`src/sdcb_pkg.sv`:
```
// Purpose: Shared constants and types for the serial-loaded converter channel bank.
// Assumes: System clock of 50 MHz; the serial pins are asynchronous to it.
// Notes: Every number used by the logic is named here once.
package sdcb_pkg;

  localparam int NUM_CHAN = 12;
  localparam int WORD_BITS = 12;
  localparam int CODE_BITS = 8;
  localparam int ADDR_BITS = 4;
  localparam int ADDR_MSB = 11;
  localparam int ADDR_LSB = 8;
  localparam int CODE_MSB = 7;
  localparam int CODE_LSB = 0;

  localparam logic [CODE_BITS-1:0] MIDSCALE_CODE = 8'h80;
  localparam logic [ADDR_BITS-1:0] LAST_ADDR = 4'hB;
  localparam logic [NUM_CHAN-1:0] ALL_ON = 12'hFFF;
  localparam logic [NUM_CHAN-1:0] ALL_OFF = 12'h000;

  localparam int CLK_PERIOD_NS = 20;
  localparam int SCLK_MIN_PERIOD_NS = 30;
  localparam int SCLK_MIN_CYC = (SCLK_MIN_PERIOD_NS + CLK_PERIOD_NS - 1) / CLK_PERIOD_NS;

  typedef logic [CODE_BITS-1:0] sdcb_code_type;

  typedef struct packed {
    logic [ADDR_BITS-1:0] addr;
    sdcb_code_type code;
  } sdcb_word_type;

  typedef struct packed {
    sdcb_code_type [NUM_CHAN-1:0] code;
  } sdcb_bank_type;

  typedef struct packed {
    logic sclk;
    logic cs_n;
    logic din;
    logic preset_n;
    logic pd_n;
  } sdcb_pins_type;

  localparam sdcb_pins_type PINS_IDLE = '{sclk: 1'b1, cs_n: 1'b1, din: 1'b0,
                                         preset_n: 1'b1, pd_n: 1'b1};

  typedef enum logic [1:0] {
    SDCB_IDLE = 2'h1,
    SDCB_ACTIVE = 2'h2
  } sdcb_state_type;

endpackage

```
`src/sdcb_bank.sv`:
```
// Purpose: Serial word capture, channel decode and code registers for twelve channels.
// Assumes: Serial clock, select, data, preset and shutdown pins are asynchronous.
// Notes: The serial clock is oversampled, so its rate is bounded by the system clock.
`timescale 1ns/1ps
module sdcb_bank (
  input wire logic CLOCK_I,
  input wire logic RST_N_I,
  input wire logic SCLK_I,
  input wire logic CS_N_I,
  input wire logic SERIAL_DIN_I,
  input wire logic MIDSCALE_PRESET_N_I,
  input wire logic POWER_DOWN_N_I,
  output sdcb_pkg::sdcb_bank_type CHANNEL_CODE_O,
  output logic [sdcb_pkg::NUM_CHAN-1:0] CHANNEL_OE_O,
  output logic LOAD_DONE_O
);

  sdcb_pkg::sdcb_pins_type raw_pins;
  sdcb_pkg::sdcb_pins_type pins;

  sdcb_pkg::sdcb_state_type state_ff;
  sdcb_pkg::sdcb_state_type nxt_state;
  logic sclk_d_ff;
  logic nxt_sclk_d;
  logic [sdcb_pkg::WORD_BITS-1:0] shift_ff;
  logic [sdcb_pkg::WORD_BITS-1:0] nxt_shift;
  sdcb_pkg::sdcb_bank_type code_ff;
  sdcb_pkg::sdcb_bank_type nxt_code;
  logic [sdcb_pkg::NUM_CHAN-1:0] oe_ff;
  logic [sdcb_pkg::NUM_CHAN-1:0] nxt_oe;
  logic done_ff;
  logic nxt_done;

  logic shift_pulse;
  logic load_pulse;
  sdcb_pkg::sdcb_word_type word;

  // Decoded target: index equals address, so address zero is channel one.
  function automatic logic addr_in_range(input logic [sdcb_pkg::ADDR_BITS-1:0] a);
    addr_in_range = (a <= sdcb_pkg::LAST_ADDR);
  endfunction

  assign raw_pins = '{sclk: SCLK_I, cs_n: CS_N_I, din: SERIAL_DIN_I,
                      preset_n: MIDSCALE_PRESET_N_I, pd_n: POWER_DOWN_N_I};

  sdcb_sync u_sync (
    .CLOCK_I(CLOCK_I),
    .RST_N_I(RST_N_I),
    .pins_i(raw_pins),
    .pins_o(pins)
  );

  // The captured word keeps only the most recent twelve bits.
  assign word.addr = shift_ff[sdcb_pkg::ADDR_MSB:sdcb_pkg::ADDR_LSB];
  assign word.code = shift_ff[sdcb_pkg::CODE_MSB:sdcb_pkg::CODE_LSB];

  // Clock edges only count while select is low and the frame is open.
  assign shift_pulse = pins.sclk && !sclk_d_ff && !pins.cs_n
                       && (state_ff == sdcb_pkg::SDCB_ACTIVE);
  assign load_pulse = pins.cs_n && (state_ff == sdcb_pkg::SDCB_ACTIVE);

  always_comb begin
    // Each link clock phase must span two system clocks to be seen; a 33 MHz link is too fast
    // for this oversampling front end, which is the price of keeping a single clock domain.
    nxt_sclk_d = pins.sclk;
    nxt_state = state_ff;
    case (state_ff)
      sdcb_pkg::SDCB_IDLE: begin
        if (!pins.cs_n) begin
          nxt_state = sdcb_pkg::SDCB_ACTIVE;
        end
      end
      sdcb_pkg::SDCB_ACTIVE: begin
        if (pins.cs_n) begin
          nxt_state = sdcb_pkg::SDCB_IDLE;
        end
      end
      default: begin
        nxt_state = sdcb_pkg::SDCB_IDLE;
      end
    endcase
    if (!RST_N_I) begin
      nxt_state = sdcb_pkg::SDCB_IDLE;
      nxt_sclk_d = 1'b1;
    end
  end

  always_ff @(posedge CLOCK_I) begin
    state_ff <= nxt_state;
    sclk_d_ff <= nxt_sclk_d;
  end

  // MSB arrives first, so bits enter at the bottom and move upward.
  always_comb begin
    nxt_shift = shift_ff;
    if (shift_pulse) begin
      nxt_shift = {shift_ff[sdcb_pkg::WORD_BITS-2:0], pins.din};
    end
    if (!RST_N_I) begin
      nxt_shift = '0;
    end
  end

  always_ff @(posedge CLOCK_I) begin
    shift_ff <= nxt_shift;
  end

  // Preset wins over a simultaneous load so that every channel ends at midscale.
  // Shutdown does not gate loading; the registers keep updating while outputs float.
  always_comb begin
    nxt_code = code_ff;
    nxt_done = 1'b0;
    if (load_pulse && addr_in_range(word.addr)) begin
      nxt_code.code[word.addr] = word.code;
      nxt_done = 1'b1;
    end
    if (!pins.preset_n || !RST_N_I) begin
      for (int i = 0; i < sdcb_pkg::NUM_CHAN; i++) begin
        nxt_code.code[i] = sdcb_pkg::MIDSCALE_CODE;
      end
      nxt_done = 1'b0;
    end
  end

  always_ff @(posedge CLOCK_I) begin
    code_ff <= nxt_code;
    done_ff <= nxt_done;
  end

  // Output drivers stay off in shutdown; the held codes reappear on release.
  always_comb begin
    nxt_oe = pins.pd_n ? sdcb_pkg::ALL_ON : sdcb_pkg::ALL_OFF;
    if (!RST_N_I) begin
      nxt_oe = sdcb_pkg::ALL_OFF;
    end
  end

  always_ff @(posedge CLOCK_I) begin
    oe_ff <= nxt_oe;
  end

  assign CHANNEL_CODE_O = code_ff;
  assign CHANNEL_OE_O = oe_ff;
  assign LOAD_DONE_O = done_ff;

  // Helper: last cycle's bank, held in a register so the change map stays combinational.
  sdcb_pkg::sdcb_bank_type prev_code_ff;
  sdcb_pkg::sdcb_bank_type nxt_prev_code;
  logic [sdcb_pkg::NUM_CHAN-1:0] changed;

  always_comb begin
    nxt_prev_code = code_ff;
    for (int i = 0; i < sdcb_pkg::NUM_CHAN; i++) begin
      changed[i] = (code_ff.code[i] != prev_code_ff.code[i]);
    end
  end

  always_ff @(posedge CLOCK_I) begin
    prev_code_ff <= nxt_prev_code;
  end

  // Helper: clock edges taken in the open frame. It saturates at fifteen, which is enough
  // to tell a long frame from a plain twelve-bit word.
  logic [sdcb_pkg::ADDR_BITS-1:0] bits_ff;
  logic [sdcb_pkg::ADDR_BITS-1:0] nxt_bits;

  always_comb begin
    nxt_bits = bits_ff;
    if (shift_pulse && (bits_ff != '1)) begin
      nxt_bits = bits_ff + 4'h1;
    end
    if ((state_ff == sdcb_pkg::SDCB_IDLE) || !RST_N_I) begin
      nxt_bits = '0;
    end
  end

  always_ff @(posedge CLOCK_I) begin
    bits_ff <= nxt_bits;
  end
endmodule

```
`src/sdcb_sync.sv`:
```
// Purpose: Two-stage synchroniser for a group of asynchronous pins.
// Assumes: Each bit is an independent level; no bus coherence is promised.
// Notes: The first stage is read only by the second stage.
`timescale 1ns/1ps
module sdcb_sync (
  input wire logic CLOCK_I,
  input wire logic RST_N_I,
  input wire sdcb_pkg::sdcb_pins_type pins_i,
  output sdcb_pkg::sdcb_pins_type pins_o
);

  sdcb_pkg::sdcb_pins_type meta_ff;
  sdcb_pkg::sdcb_pins_type stable_ff;
  sdcb_pkg::sdcb_pins_type nxt_meta;
  sdcb_pkg::sdcb_pins_type nxt_stable;

  always_comb begin
    nxt_meta = pins_i;
    nxt_stable = meta_ff;
    if (!RST_N_I) begin
      nxt_meta = sdcb_pkg::PINS_IDLE;
      nxt_stable = sdcb_pkg::PINS_IDLE;
    end
  end

  always_ff @(posedge CLOCK_I) begin
    meta_ff <= nxt_meta;
    stable_ff <= nxt_stable;
  end

  assign pins_o = stable_ff;

endmodule

```
`config.mk`:
```
export PLATFORM = sky130hd
export DESIGN_NAME = sdcb_bank
export DESIGN_NICKNAME = d
export VERILOG_FILES = /design/src/sdcb_pkg.sv /design/src/sdcb_bank.sv /design/src/sdcb_sync.sv
export SDC_FILE = /design/constraint.sdc
export NUM_CORES = 1
export LEC_CHECK = 0
export ABC_AREA = 1
export BUFFER_PORTS_ARGS = -buffer_cell sky130_fd_sc_hd__buf_2
export CAP_MARGIN = 20
export CORE_ASPECT_RATIO = 0.9
export CORE_MARGIN = 2
export CORE_UTILIZATION = 54
export DETAILED_ROUTE_END_ITERATION = 8
export PLACE_DENSITY = 0.8
export SYNTH_ARGS = -nofsm -noshare
export SYNTH_HDL_FRONTEND = slang
export SYNTH_SLANG_ARGS = --single-unit
export TNS_END_PERCENT = 50
```
`constraint.sdc`:
```
create_clock -name CLOCK_I -period 1.5 [get_ports CLOCK_I]
set_input_delay 0.3 -clock CLOCK_I [delete_from_list [all_inputs] [get_ports CLOCK_I]]
set_output_delay 0.3 -clock CLOCK_I [all_outputs]
set_load 0.005 [all_outputs]
```
======== Yosys cells after proc, flatten, opt, wreduce, memory -nomap -nowiden ========
Cells that the tools add are included.
word-level totals
  bits of input ports ..................... 7
  output and inout bits ................... 109
  flip-flop bits (word level) ............. 134
  logic and storage cells ................. 54
operators by class
  reduce and logical (&&, ||, !) cells .... 12
  multiplexer cells ....................... 8
  $lt $le $gt $ge ......................... 3
  equal/unequal tests ..................... 4
operator list
  cell                                                                    count
  96-bit bitwise mux                                                      1
  8-bit demux with 4-bit select                                           1
  12-bit two-way mux                                                      1
  8-bit two-way mux                                                       1
  1-bit logical AND                                                       6
  4-bit by 5-bit < comparator with 1-bit output (second input constant)   1
  4-bit by 1-bit >= comparator with 1-bit output (second input constant)  1
  4-bit less-or-equal comparator (second input constant)                  1
  1-bit logical NOT                                                       4
  2-bit two-way mux                                                       2
  2-bit case mux with 2 select lines                                      1
  2-bit by 1-bit == test with 1-bit output (second input constant)        1
  2-bit == test (second input constant)                                   1
  2-bit by 1-bit != test with 1-bit output (second input constant)        1
  2-bit != test (second input constant)                                   1
  2-bit AND reduction                                                     1
  1-bit logical OR                                                        1
  1-bit two-way mux                                                       1

======== Logic depth before layout (Yosys ltp) ========
Gate-level depths: netlist of the first run.
  word-level depth ........................ 5
  mapped depth ............................ 8
  mapped depth without buffers ............ 6

======== By module ========
A second synthesis of the first run with hierarchy kept.
second synthesis, totals
  cells, all modules ...................... 680
  area total of the unflattened synthesis .. 5057.4 µm²
by module, submodules not included
  module     cells an instance  area each (µm²)  instances  sequential area each (µm²)
  sdcb_bank  649                4765.8           1          2262.2
  sdcb_sync  31                 291.5            1          200.2

======== Least setup slack after synthesis of the first run ========
Ideal clock, no wire load.
  kind .................................... reg2reg
  start ................................... register shift_ff[9] (netlist bit)
  end ..................................... register code_ff, in the netlist CHANNEL_CODE_O[6]
  data required time ...................... 1.385 ns
  library setup time ...................... 0.115 ns
  arrival ................................. 1.053 ns
  period minus slack after synthesis ...... 1.168 ns
  slack ................................... 0.332 ns
  cell stages (with the launch flop) ...... 8
  buffers on the path ..................... 1
  cells stage by stage .................... dfxtp_1 > inv_1 > nand2_1 > nor2_2 > buf_4 > nand3_1 > nand2_1 > nor2_1
on the way
  longest elaborated chain between the ends .. 5
  elaborated cells on any way between the ends .. 8
  those cells by class .................... order compare: 3; mux: 3; reduce/logical: 2
ends and longest elaborated chain
  what                                                                                                                                          line              source
  start: declaration                                                                                                                            sdcb_bank.sv:25   logic [sdcb_pkg::WORD_BITS-1:0] shift_ff;
  start signal: assignment                                                                                                                      sdcb_bank.sv:105  shift_ff <= nxt_shift;
  4-bit by 5-bit < comparator with 1-bit output (implied by the code) / 4-bit by 1-bit >= comparator with 1-bit output (equally long branches)  sdcb_bank.sv:114  nxt_code.code[word.addr] = word.code;
  1-bit logical AND (implied by the code)                                                                                                       sdcb_bank.sv:114
  8-bit two-way mux (implied by the code)                                                                                                       sdcb_bank.sv:114
  8-bit demux with 4-bit select                                                                                                                 sdcb_bank.sv:114
  96-bit bitwise mux                                                                                                                            sdcb_bank.sv:114
  end signal: assignment                                                                                                                        sdcb_bank.sv:126  code_ff <= nxt_code;
  end: declaration                                                                                                                              sdcb_bank.sv:27   sdcb_pkg::sdcb_bank_type code_ff;
Parallel ways exist; a longest one is shown, timed or not.
A chain may end at the register's enable or synchronous reset.

======== Worst setup path after layout of the first run ========
  start ................................... register state_ff[0]
  end ..................................... register code_ff, in the netlist CHANNEL_CODE_O[15]
on the way
  longest elaborated chain between the ends .. 3
ends and longest elaborated chain
  what                      line              source
  start: declaration        sdcb_bank.sv:21   sdcb_pkg::sdcb_state_type state_ff;
  start signal: assignment  sdcb_bank.sv:89   state_ff <= nxt_state;
  2-bit == test             sdcb_bank.sv:60   assign load_pulse = pins.cs_n && (state_ff == sdcb_pkg::SDCB_ACTIVE);
  1-bit logical AND         sdcb_bank.sv:60
  1-bit logical AND         sdcb_bank.sv:113  if (load_pulse && addr_in_range(word.addr)) begin
No other way between the ends.

==> flow_metrics.tcl, run 1 <==
set metrics [dict create \
    run_status "finished clean" \
    ys_async_sr_fraction 0 \
    cts_max_level 4 \
    synthToLayoutAreaGrowth_pct 23.8 \
    pin_count 116 \
    yosys_register_bits 123 \
    count_of_vias_placed_by_the_detailed_router 4666 \
    setup_skew_ns 0.00901 \
    inserted_clock_buffers 17 \
    critPathRequiredTime_ns 1.89 \
    finalHoldWorstSlack_ns 0.0957 \
    drt_pass1_iterations 4 \
    nets 786 \
    hpwlAfterDp_um 7590 \
    syn-num-nets 687 \
    global_route_overflow 0 \
    diodes 0 \
    report.final.slew_viol_count 0 \
    drcViolationCount 0 \
    port_buffers 115 \
    netlist_area_mm2 0.00506 \
    global_route_wire_length_before_repair_um 19700 \
    synth-seq-area-share 0.487 \
    synth.avg_cell_area_um2 7.44 \
    final_setup_violations 0 \
    crit_path_start_kind "flop" \
    synth_enable_flop_cells 0 \
    cts.clk_slew.worst_paths_ns 0.06 \
    final_critical_path_setup_slack_ns 0.135 \
    critPathKind "reg -> reg" \
    grt_max_degree 53 \
    multi_input_comb_area_mm2 0.00204 \
    fp.coreArea_mm2 0.00913 \
    cp_data_arrival_time_ns 1.76 \
    post-route-min-period_ns 1.37 \
    cts.root.buffer_cell "sky130_fd_sc_hd__clkbuf_8" \
    first_iter_violations 256 \
    ys_types 16 \
    finalSetupTns_ns 0 \
    floorplan.die_area_mm2 0.0102 \
    maxCapViolCount 0 \
    route.final.wire_length_um 12000 \
    cts_sink_cnt 123 \
    route.detailed.wl_per_inst_um 13.2 \
    sequential_cell_area_mm2 0.00246 \
    synth_largest_area_cell "sky130_fd_sc_hd__dfxtp_1" \
    placed_cells_incl_taps 877 \
    power_density_mw_per_mm2 1200 \
    grt_antenna_before_repair 0 \
    synth_top_cells_by_count "sky130_fd_sc_hd__nand2_1 (129), sky130_fd_sc_hd__dfxtp_1 (123), sky130_fd_sc_hd__nor2_1 (110)" \
    cts-root-to-sink-buffers 2 \
    setup.worst_path.end_class "flop" \
    static-leakage-power_uw 0.00283 \
    post_synth_inst_count 680 \
    finalPower_uw 7530 \
    worst_slew_pin_slew_ns 0.595 \
    crit_path_max_fanout 34 \
    die_height_um 95.8 \
    placementRows 33 \
    fillerInstances 745 \
    gp_congestion 0.814 \
    worst_ir_drop_vdd_uv 734 \
    synth.area.top_cells "sky130_fd_sc_hd__dfxtp_1 (49%), sky130_fd_sc_hd__nand3_1 (11%), sky130_fd_sc_hd__nand2_1 (9.6%), sky130_fd_sc_hd__a21oi_1 (8.4%), sky130_fd_sc_hd__nor2_1 (8.2%)" \
    timing.final.hold_violations 0 \
    hold_class "in -> reg" \
    achievable-frequency_mhz 733 \
    cts_tree "built" \
    synth_warnings 0 \
    start_util 0.555 \
    postCtsSetupBuffers 0 \
    clock_insertion_delay_worst_skew_ns 0.52 \
    period_share 0.910 \
    synthMostInstantiatedCell "sky130_fd_sc_hd__nand2_1" \
    setup_repair_after_global_routing_missed_its_margin "no" \
    dp_slack_ns 0.135 \
    post_drt_via_cell_ratio 5.12 \
    synth_top_cell_area_share 0.487 \
    synth_ff_type "sky130_fd_sc_hd__dfxtp_1" \
    grt_pass1_vias 4128 \
    max-slew-margin-rel 0.603 \
    die_width_um 106 \
    antenna_left 0 \
    post_route_cells_drive_above_1_share 0.239 \
    grtUsageTotal 0.247 \
    final-instance-count-excl-fill 912 \
]
## final timing paths
path,slack (ns),end,start,cells past startpoint
hold / removal,0.1,LOAD_DONE_O$_SDFF_PP0_,RST_N_I,3
setup reg to reg,0.13,CHANNEL_CODE_O[15]$_SDFFE_PP1P_,state_ff[0]$_SDFFE_PN1P_,8
hold reg to reg,0.40,u_sync.pins_o[1]$_SDFF_PN1_,u_sync.meta_ff[1]$_SDFF_PN1_,2
setup / recovery,0.13,CHANNEL_CODE_O[15]$_SDFFE_PP1P_,state_ff[0]$_SDFFE_PN1P_,8
## per-layer routing
metal,track usage,up-vias,share of wire,wire (um)
li1,-,2376,-,-
met1,0.327,2121,0.45,5450
met2,0.394,150,0.47,5600
met3,0.0623,19,0.061,733
met4,0.0954,0,0.018,222
met5,0,-,0,0
## flip-flops by register name, indices dropped and copies added (netlist names)
| register | flops |
|---|---|
| CHANNEL_CODE_O | 96 |
| u_sync.meta_ff | 5 |
| sclk_d_ff | 1 |
| CHANNEL_OE_O | 1 |
| shift_ff | 12 |
| u_sync.pins_o | 5 |
| state_ff | 2 |
| LOAD_DONE_O | 1 |
## cell type report
class | count | share of cell area
sequential | 123 | 0.393
multi-input combinational | 463 | 0.326
timing repair buffer | 146 | 0.146
clock buffer | 23 | 0.0745
tap | 122 | 0.0244
clock inverter | 7 | 0.0184
inverter | 28 | 0.0168
## what timing repair did
item                                   in CTS  in global routing
hold buffers                                5                  0
gates resized for setup                     0                  3
endpoints found under the hold margin       5                  0
setup endpoints to repair                   0                 13
## logic make-up after synthesis
group / count (synthesis) / share of synthesized area
simple gates: 366 / 0.308
flops: 123 / 0.487
compound gates: 97 / 0.0959
buf+inv: 94 / 0.110
## stage by stage
stage          cell area (um^2)   util
6_report                   6260  0.687
5_1_grt                    6260  0.687
4_1_cts                    6250  0.685
3_5_place_dp               5620  0.616
3_3_place_gp               5620  0.616
2_1_floorplan              5060      -
## report_power, final
| group | total [uW] | internal (uW) | switching, uW |
|---|---|---|---|
| combinational | 218 | 89.2 | 129 |
| clock | 4020 | 2640 | 1380 |
| sequential | 3300 | 3290 | 8.76 |
| total | 7530 | 6010 | 1520 |
## cells in the final DEF, fill, tap and decap left out
| cell | n |
|---|---|
| sky130_fd_sc_hd__nand2_1 | 129 |
| sky130_fd_sc_hd__dfxtp_1 | 121 |
| sky130_fd_sc_hd__buf_2 | 115 |
| sky130_fd_sc_hd__nor2_1 | 110 |
| sky130_fd_sc_hd__nand3_1 | 109 |
| sky130_fd_sc_hd__a21oi_1 | 85 |
| sky130_fd_sc_hd__inv_1 | 26 |
| sky130_fd_sc_hd__buf_4 | 19 |
| sky130_fd_sc_hd__clkbuf_16 | 16 |
| sky130_fd_sc_hd__nor2_2 | 12 |
| sky130_fd_sc_hd__o21ai_0 | 12 |
| sky130_fd_sc_hd__buf_12 | 6 |
| sky130_fd_sc_hd__dlygate4sd3_1 | 5 |
| sky130_fd_sc_hd__nand2_2 | 4 |
| sky130_fd_sc_hd__clkbuf_8 | 4 |
| sky130_fd_sc_hd__bufinv_16 | 3 |
| sky130_fd_sc_hd__clkbuf_1 | 3 |
| sky130_fd_sc_hd__dfxtp_2 | 2 |
| sky130_fd_sc_hd__inv_2 | 2 |
| sky130_fd_sc_hd__clkinv_2 | 2 |
| sky130_fd_sc_hd__clkinvlp_4 | 2 |
| sky130_fd_sc_hd__nor2_4 | 1 |
| sky130_fd_sc_hd__nor3_1 | 1 |
| sky130_fd_sc_hd__buf_16 | 1 |
## worst max-delay path, cell delays in order, from the launching register on
cell,delay [ns]
sky130_fd_sc_hd__dfxtp_1,0.32
sky130_fd_sc_hd__inv_1,0.05
sky130_fd_sc_hd__nand2_1,0.10
sky130_fd_sc_hd__nor2_4,0.16
sky130_fd_sc_hd__buf_12,0.20
sky130_fd_sc_hd__buf_12,0.20
sky130_fd_sc_hd__nand2_1,0.08
sky130_fd_sc_hd__nand2_1,0.06
sky130_fd_sc_hd__nand3_1,0.07
No activity file was read; power rests on OpenSTA's default activity.
==> run 2: changes to the inputs <==
Settings changed: CORE_UTILIZATION 54 to 50, PLACE_DENSITY 0.8 to 0.75.
==> flow_metrics.tcl, run 2 (same netlist as run 1, synthesis figures left out) <==
set metrics [dict create \
    power_density_mw_per_mm2 1230 \
    antenna_left 0 \
    cts.root.buffer_cell "sky130_fd_sc_hd__clkbuf_8" \
    placed_cells_incl_taps 876 \
    route.final.wire_length_um 12800 \
    postCtsSetupBuffers 0 \
    reg2reg_setup_slack_ns 0.11 \
    static-leakage-power_uw 0.00282 \
    count_of_vias_placed_by_the_detailed_router 4751 \
    final-instance-count-excl-fill 913 \
    post_drt_via_cell_ratio 5.20 \
    grtUsageTotal 0.233 \
    cts-root-to-sink-buffers 2 \
    holdPathEnd "LOAD_DONE_O$_SDFF_PP0_" \
    finalSetupTns_ns 0 \
    worst_slew_pin_slew_ns 0.653 \
    synthToLayoutAreaGrowth_pct 23.9 \
    worst_path_largest_cell_delay_ns 0.35 \
    hpwlAfterDp_um 7750 \
    critPathRequiredTime_ns 1.94 \
    run_status "finished clean" \
    max-slew-margin-rel 0.564 \
    multi_input_comb_area_mm2 0.00205 \
    route.detailed.wl_per_inst_um 14.0 \
    layout_common_cells "sky130_fd_sc_hd__nand2_1 (128), sky130_fd_sc_hd__dfxtp_1 (121), sky130_fd_sc_hd__buf_2 (115)" \
    pin_count 116 \
    cts_sink_cnt 123 \
    final_setup_violations 0 \
    report.final.slew_viol_count 0 \
    fp.coreArea_mm2 0.00974 \
    grt_max_degree 84 \
    period_share 0.926 \
    post-route-min-period_ns 1.39 \
    cp_data_arrival_time_ns 1.83 \
    fillerInstances 814 \
    clock_insertion_delay_worst_skew_ns 0.51 \
    post_route_cells_drive_above_1_share 0.240 \
    floorplan.die_area_mm2 0.0109 \
    layout_commonest_cell "sky130_fd_sc_hd__nand2_1" \
    drcViolationCount 0 \
    crit_path_start_kind "flop" \
    global_route_wire_length_before_repair_um 19800 \
    cts_tree "built" \
    r2r_cells 6 \
    hold_class "in -> reg" \
    cts.clk_slew.worst_paths_ns 0.06 \
    first_iter_violations 440 \
    grt_pass1_vias 4073 \
    critical_path.reg2reg.startpoint "shift_ff[11]$_SDFFE_PN0P_" \
    die_width_um 110 \
    maxCapViolCount 0 \
    sequential_cell_area_mm2 0.00246 \
    critPathKind "reg -> reg" \
    setup.worst_path.end_class "flop" \
    r2r_end "CHANNEL_CODE_O[39]$_SDFFE_PP1P_" \
    start_util 0.520 \
    setup_skew_ns 0.00822 \
    worst_ir_drop_vdd_uv 868 \
    port_buffers 115 \
    setup_repair_after_global_routing_missed_its_margin "no" \
    crit_path_max_fanout 41 \
    drt_pass1_iterations 5 \
    inserted_clock_buffers 17 \
    grt_antenna_before_repair 0 \
    worst_hold_path.num_cells 3 \
    placementRows 34 \
    nets 782 \
    gp_congestion 0.791 \
    die_height_um 99.4 \
    timing.final.hold_violations 0 \
    slowest_stage "sky130_fd_sc_hd__dfxtp_1" \
    achievable-frequency_mhz 720 \
    diodes 0 \
    cts_max_level 4 \
    worstPathCellList "nand2_1, nand2_2, nor2_4, clkbuf_16, nand3_1, nand3_1" \
    holdCritStartpoint "RST_N_I" \
    global_route_overflow 0 \
    path_common_cell "sky130_fd_sc_hd__nand3_1" \
    largest_reg_flops 96 \
]
==> run 2: changes by cell type in the layout (fill, tap and decap cells not counted), sizes merged <==
| cell | previous run | this run |
|---|---|---|
| buf | 141 | 136 |
| clkbuf | 23 | 21 |
| clkinvlp | 2 | 4 |
| bufinv | 3 | 4 |
| clkinv | 2 | 3 |
==> run 2: how the worst max path moves through the flow <==
stage / startpoint / end / slack [ns]
global route: state_ff[0]$_SDFFE_PN1P_ / CHANNEL_CODE_O[59]$_SDFFE_PP0P_ / 0.007
floorplan: shift_ff[9]$_SDFFE_PN0P_ / CHANNEL_CODE_O[6]$_SDFFE_PP0P_ / 0.33
detailed placement: state_ff[0]$_SDFFE_PN1P_ / CHANNEL_CODE_O[53]$_SDFFE_PP0P_ / 0.12
finish: shift_ff[11]$_SDFFE_PN0P_ / CHANNEL_CODE_O[39]$_SDFFE_PP1P_ / 0.11
global placement: state_ff[0]$_SDFFE_PN1P_ / CHANNEL_CODE_O[27]$_SDFFE_PP0P_ / 0.15
CTS: CHANNEL_OE_O[10]$_SDFF_PN0_ / CHANNEL_OE_O[1] / 0.04
==> run 2: power breakdown <==
part / switching, uW / internal, uW
clock: 1440 / 2770
combinational: 132 / 94.8
sequential: 9.35 / 3290
total: 1580 / 6150
==> run 2: area by class of cell <==
type	instances	share of cell area
clock buffers	20	0.0710
clock inverters	11	0.0269
inverters	28	0.0168
multi-input cells	463	0.326
flip-flops and latches	123	0.393
well taps	126	0.0251
repair buffers	142	0.141
==> run 2: timing repair <==
| action | CTS | global route |
|---|---|---|
| endpoints found under the setup margin | 0 | 37 |
| gates resized for setup | 0 | 3 |
| endpoints found under the hold margin | 5 | 0 |
| hold buffers | 5 | 0 |
==> run 2: metal layers <==
layer | track usage | up-vias | wire length [um]
met5 | 0 | - | 0
met1 | 0.300 | 2158 | 5410
met2 | 0.374 | 200 | 6140
met3 | 0.0596 | 17 | 1030
li1 | - | 2376 | -
met4 | 0.0906 | 0 | 229
==> run 2: worst max-delay path: cells and delay by family (launching register included) <==
kind                   cells  cell delay [ns]
buffers and inverters      1             0.30
AND/OR/NAND/NOR            5             0.67
flip-flops                 1             0.35
==> run 2: per-stage QoR <==
| stage | setup WS [ns] | util | power, uW | hold slack, ns | area, um^2 |
|---|---|---|---|---|---|
| floorplan | 0.332 | - | 3530 | 0.380 | 5060 |
| global placement | 0.154 | 0.573 | 3570 | 0.387 | 5580 |
| detailed placement | 0.117 | 0.573 | 3580 | 0.392 | 5580 |
| CTS | 0.0360 | 0.641 | 7760 | 0.111 | 6240 |
| global route | 0.00696 | 0.644 | 7960 | 0.110 | 6270 |
| finish | 0.111 | 0.644 | 7730 | 0.114 | 6270 |
==> run 3: changes to the inputs <==
==> constraint.sdc (replaced) <==
create_clock -name CLOCK_I -period 1.5 [get_ports CLOCK_I]
set_input_delay 0.375 -clock CLOCK_I [delete_from_list [all_inputs] [get_ports CLOCK_I]]
set_output_delay 0.375 -clock CLOCK_I [all_outputs]
set_load 0.005 [all_outputs]
==> flow_metrics.tcl, run 3 (same netlist as run 1, synthesis figures left out) <==
set metrics [dict create \
    post-route-min-period_ns 1.41 \
    route.detailed.wl_per_inst_um 14.0 \
    slowest_stage "sky130_fd_sc_hd__dfxtp_2" \
    cts.clk_slew.worst_paths_ns 0.06 \
    layout_common_cells "sky130_fd_sc_hd__nand2_1 (128), sky130_fd_sc_hd__dfxtp_1 (121), sky130_fd_sc_hd__buf_2 (115)" \
    synthToLayoutAreaGrowth_pct 22.9 \
    diodes 0 \
    layout_commonest_cell "sky130_fd_sc_hd__nand2_1" \
    report.final.slew_viol_count 0 \
    fillerInstances 819 \
    finalSetupTns_ns 0 \
    critical_path.n_buffers_inverters 1 \
    grt_pass1_vias 4056 \
    worst_ir_drop_vdd_uv 866 \
    cts_sink_cnt 123 \
    achievable-frequency_mhz 708 \
    die_height_um 99.4 \
    critPathRequiredTime_ns 1.12 \
    grt_antenna_before_repair 0 \
    sequential_cell_area_mm2 0.00246 \
    route.final.wire_length_um 12800 \
    post_drt_via_cell_ratio 5.22 \
    start_util 0.520 \
    route.met2.wl_um 6050 \
    pin_count 116 \
    cp_top_family "flip-flops" \
    multi_input_comb_area_mm2 0.00205 \
    drt_pass1_iterations 5 \
    worstPathCellList "buf_2" \
    largest_reg_flops 96 \
    power_density_mw_per_mm2 1240 \
    final_core_util 0.639 \
    cts-root-to-sink-buffers 2 \
    period_share 0.942 \
    cp_data_arrival_time_ns 1.04 \
    grt_max_degree 84 \
    hpwlAfterDp_um 7750 \
    final-instance-count-excl-fill 908 \
    floorplan.die_area_mm2 0.0109 \
    routedLengthMet1_um 5490 \
    gp_congestion 0.791 \
    wl_met3_um 999 \
    setup_skew_ns 0.00825 \
    top_layer "met4" \
    setup.worst_path.end_class "output port" \
    hold_class "in -> reg" \
    maxCapViolCount 0 \
    run_status "finished clean" \
    post_route_cells_drive_above_1_share 0.242 \
    final_setup_violations 0 \
    postCtsSetupBuffers 0 \
    global_route_wire_length_before_repair_um 19800 \
    inserted_clock_buffers 17 \
    finalHoldWorstSlack_ns 0.0359 \
    nets 777 \
    crit_path_max_fanout 12 \
    drcViolationCount 0 \
    placementRows 34 \
    cts.root.buffer_cell "sky130_fd_sc_hd__clkbuf_8" \
    static-leakage-power_uw 0.00280 \
    grtUsageTotal 0.233 \
    antenna_left 0 \
    port_buffers 115 \
    timing.final.hold_violations 0 \
    global_route_overflow 0 \
    critPathKind "reg -> out" \
    worst_path_largest_cell_delay_ns 0.39 \
    clock_insertion_delay_worst_skew_ns 0.51 \
    crit_path_start_kind "flop" \
    die_width_um 110 \
    cts_tree "built" \
    setup_repair_after_global_routing_missed_its_margin "no" \
    max-slew-margin-rel 0.560 \
    worst_slew_pin_slew_ns 0.659 \
    placed_cells_incl_taps 876 \
    count_of_vias_placed_by_the_detailed_router 4736 \
    cts_max_level 4 \
    fp.coreArea_mm2 0.00974 \
    first_iter_violations 423 \
]
## run 3: changes by cell type in the layout (fill, tap and decap cells not counted), sizes merged
cell,before,now
dlygate4sd3,5,0
## run 3: layout make-up
class / instances / share of cell area
clock buffer: 20 / 0.0716
clock inverter: 11 / 0.0271
inverter: 28 / 0.0169
multi-input combinational: 463 / 0.329
sequential: 123 / 0.396
tap: 126 / 0.0253
timing repair buffer: 137 / 0.134
## run 3: routing by layer
layer  vias up  GRT usage
met5         -          0
met2       197      0.371
met3        17     0.0596
li1       2372          -
met1      2150      0.300
met4         0     0.0906
## run 3: stage by stage
step                total power, uW  setup slack [ns]  area (um^2)
finish                         7720            0.0873         6220
global route                   7950           0.00696         6220
CTS                            7750            0.0623         6190
detailed placement             3580             0.117         5580
global placement               3570             0.154         5580
floorplan                      3530             0.332         5060
## run 3: timing repair
item                                    in CTS  in global routing
pin swaps                                    0                  0
endpoints found under the setup margin      12                 25
cloned                                       0                  1
hold buffers                                 0                  0
gates resized for setup                      1                  2
## run 3: power breakdown
group	leakage [uW]	internal, uW	switching (uW)	total [uW]
logic	0.00151	86.3	129	215
registers	0.000994	3290	9.36	3300
clock network	0.000289	2770	1440	4210
total	0.00280	6140	1580	7720
## run 3: worst paths after layout
path / start / end / slack, ns / cells past startpoint
worst max register to register: shift_ff[11]$_SDFFE_PN0P_ / CHANNEL_CODE_O[71]$_SDFFE_PP1P_ / 0.11 / 7
worst max-delay path: CHANNEL_OE_O[10]$_SDFF_PN0_ / CHANNEL_OE_O[5] / 0.09 / 1
worst min-delay path: SCLK_I / u_sync.meta_ff[4]$_SDFF_PN1_ / 0.04 / 3
worst min register to register: u_sync.meta_ff[1]$_SDFF_PN1_ / u_sync.pins_o[1]$_SDFF_PN1_ / 0.40 / 2
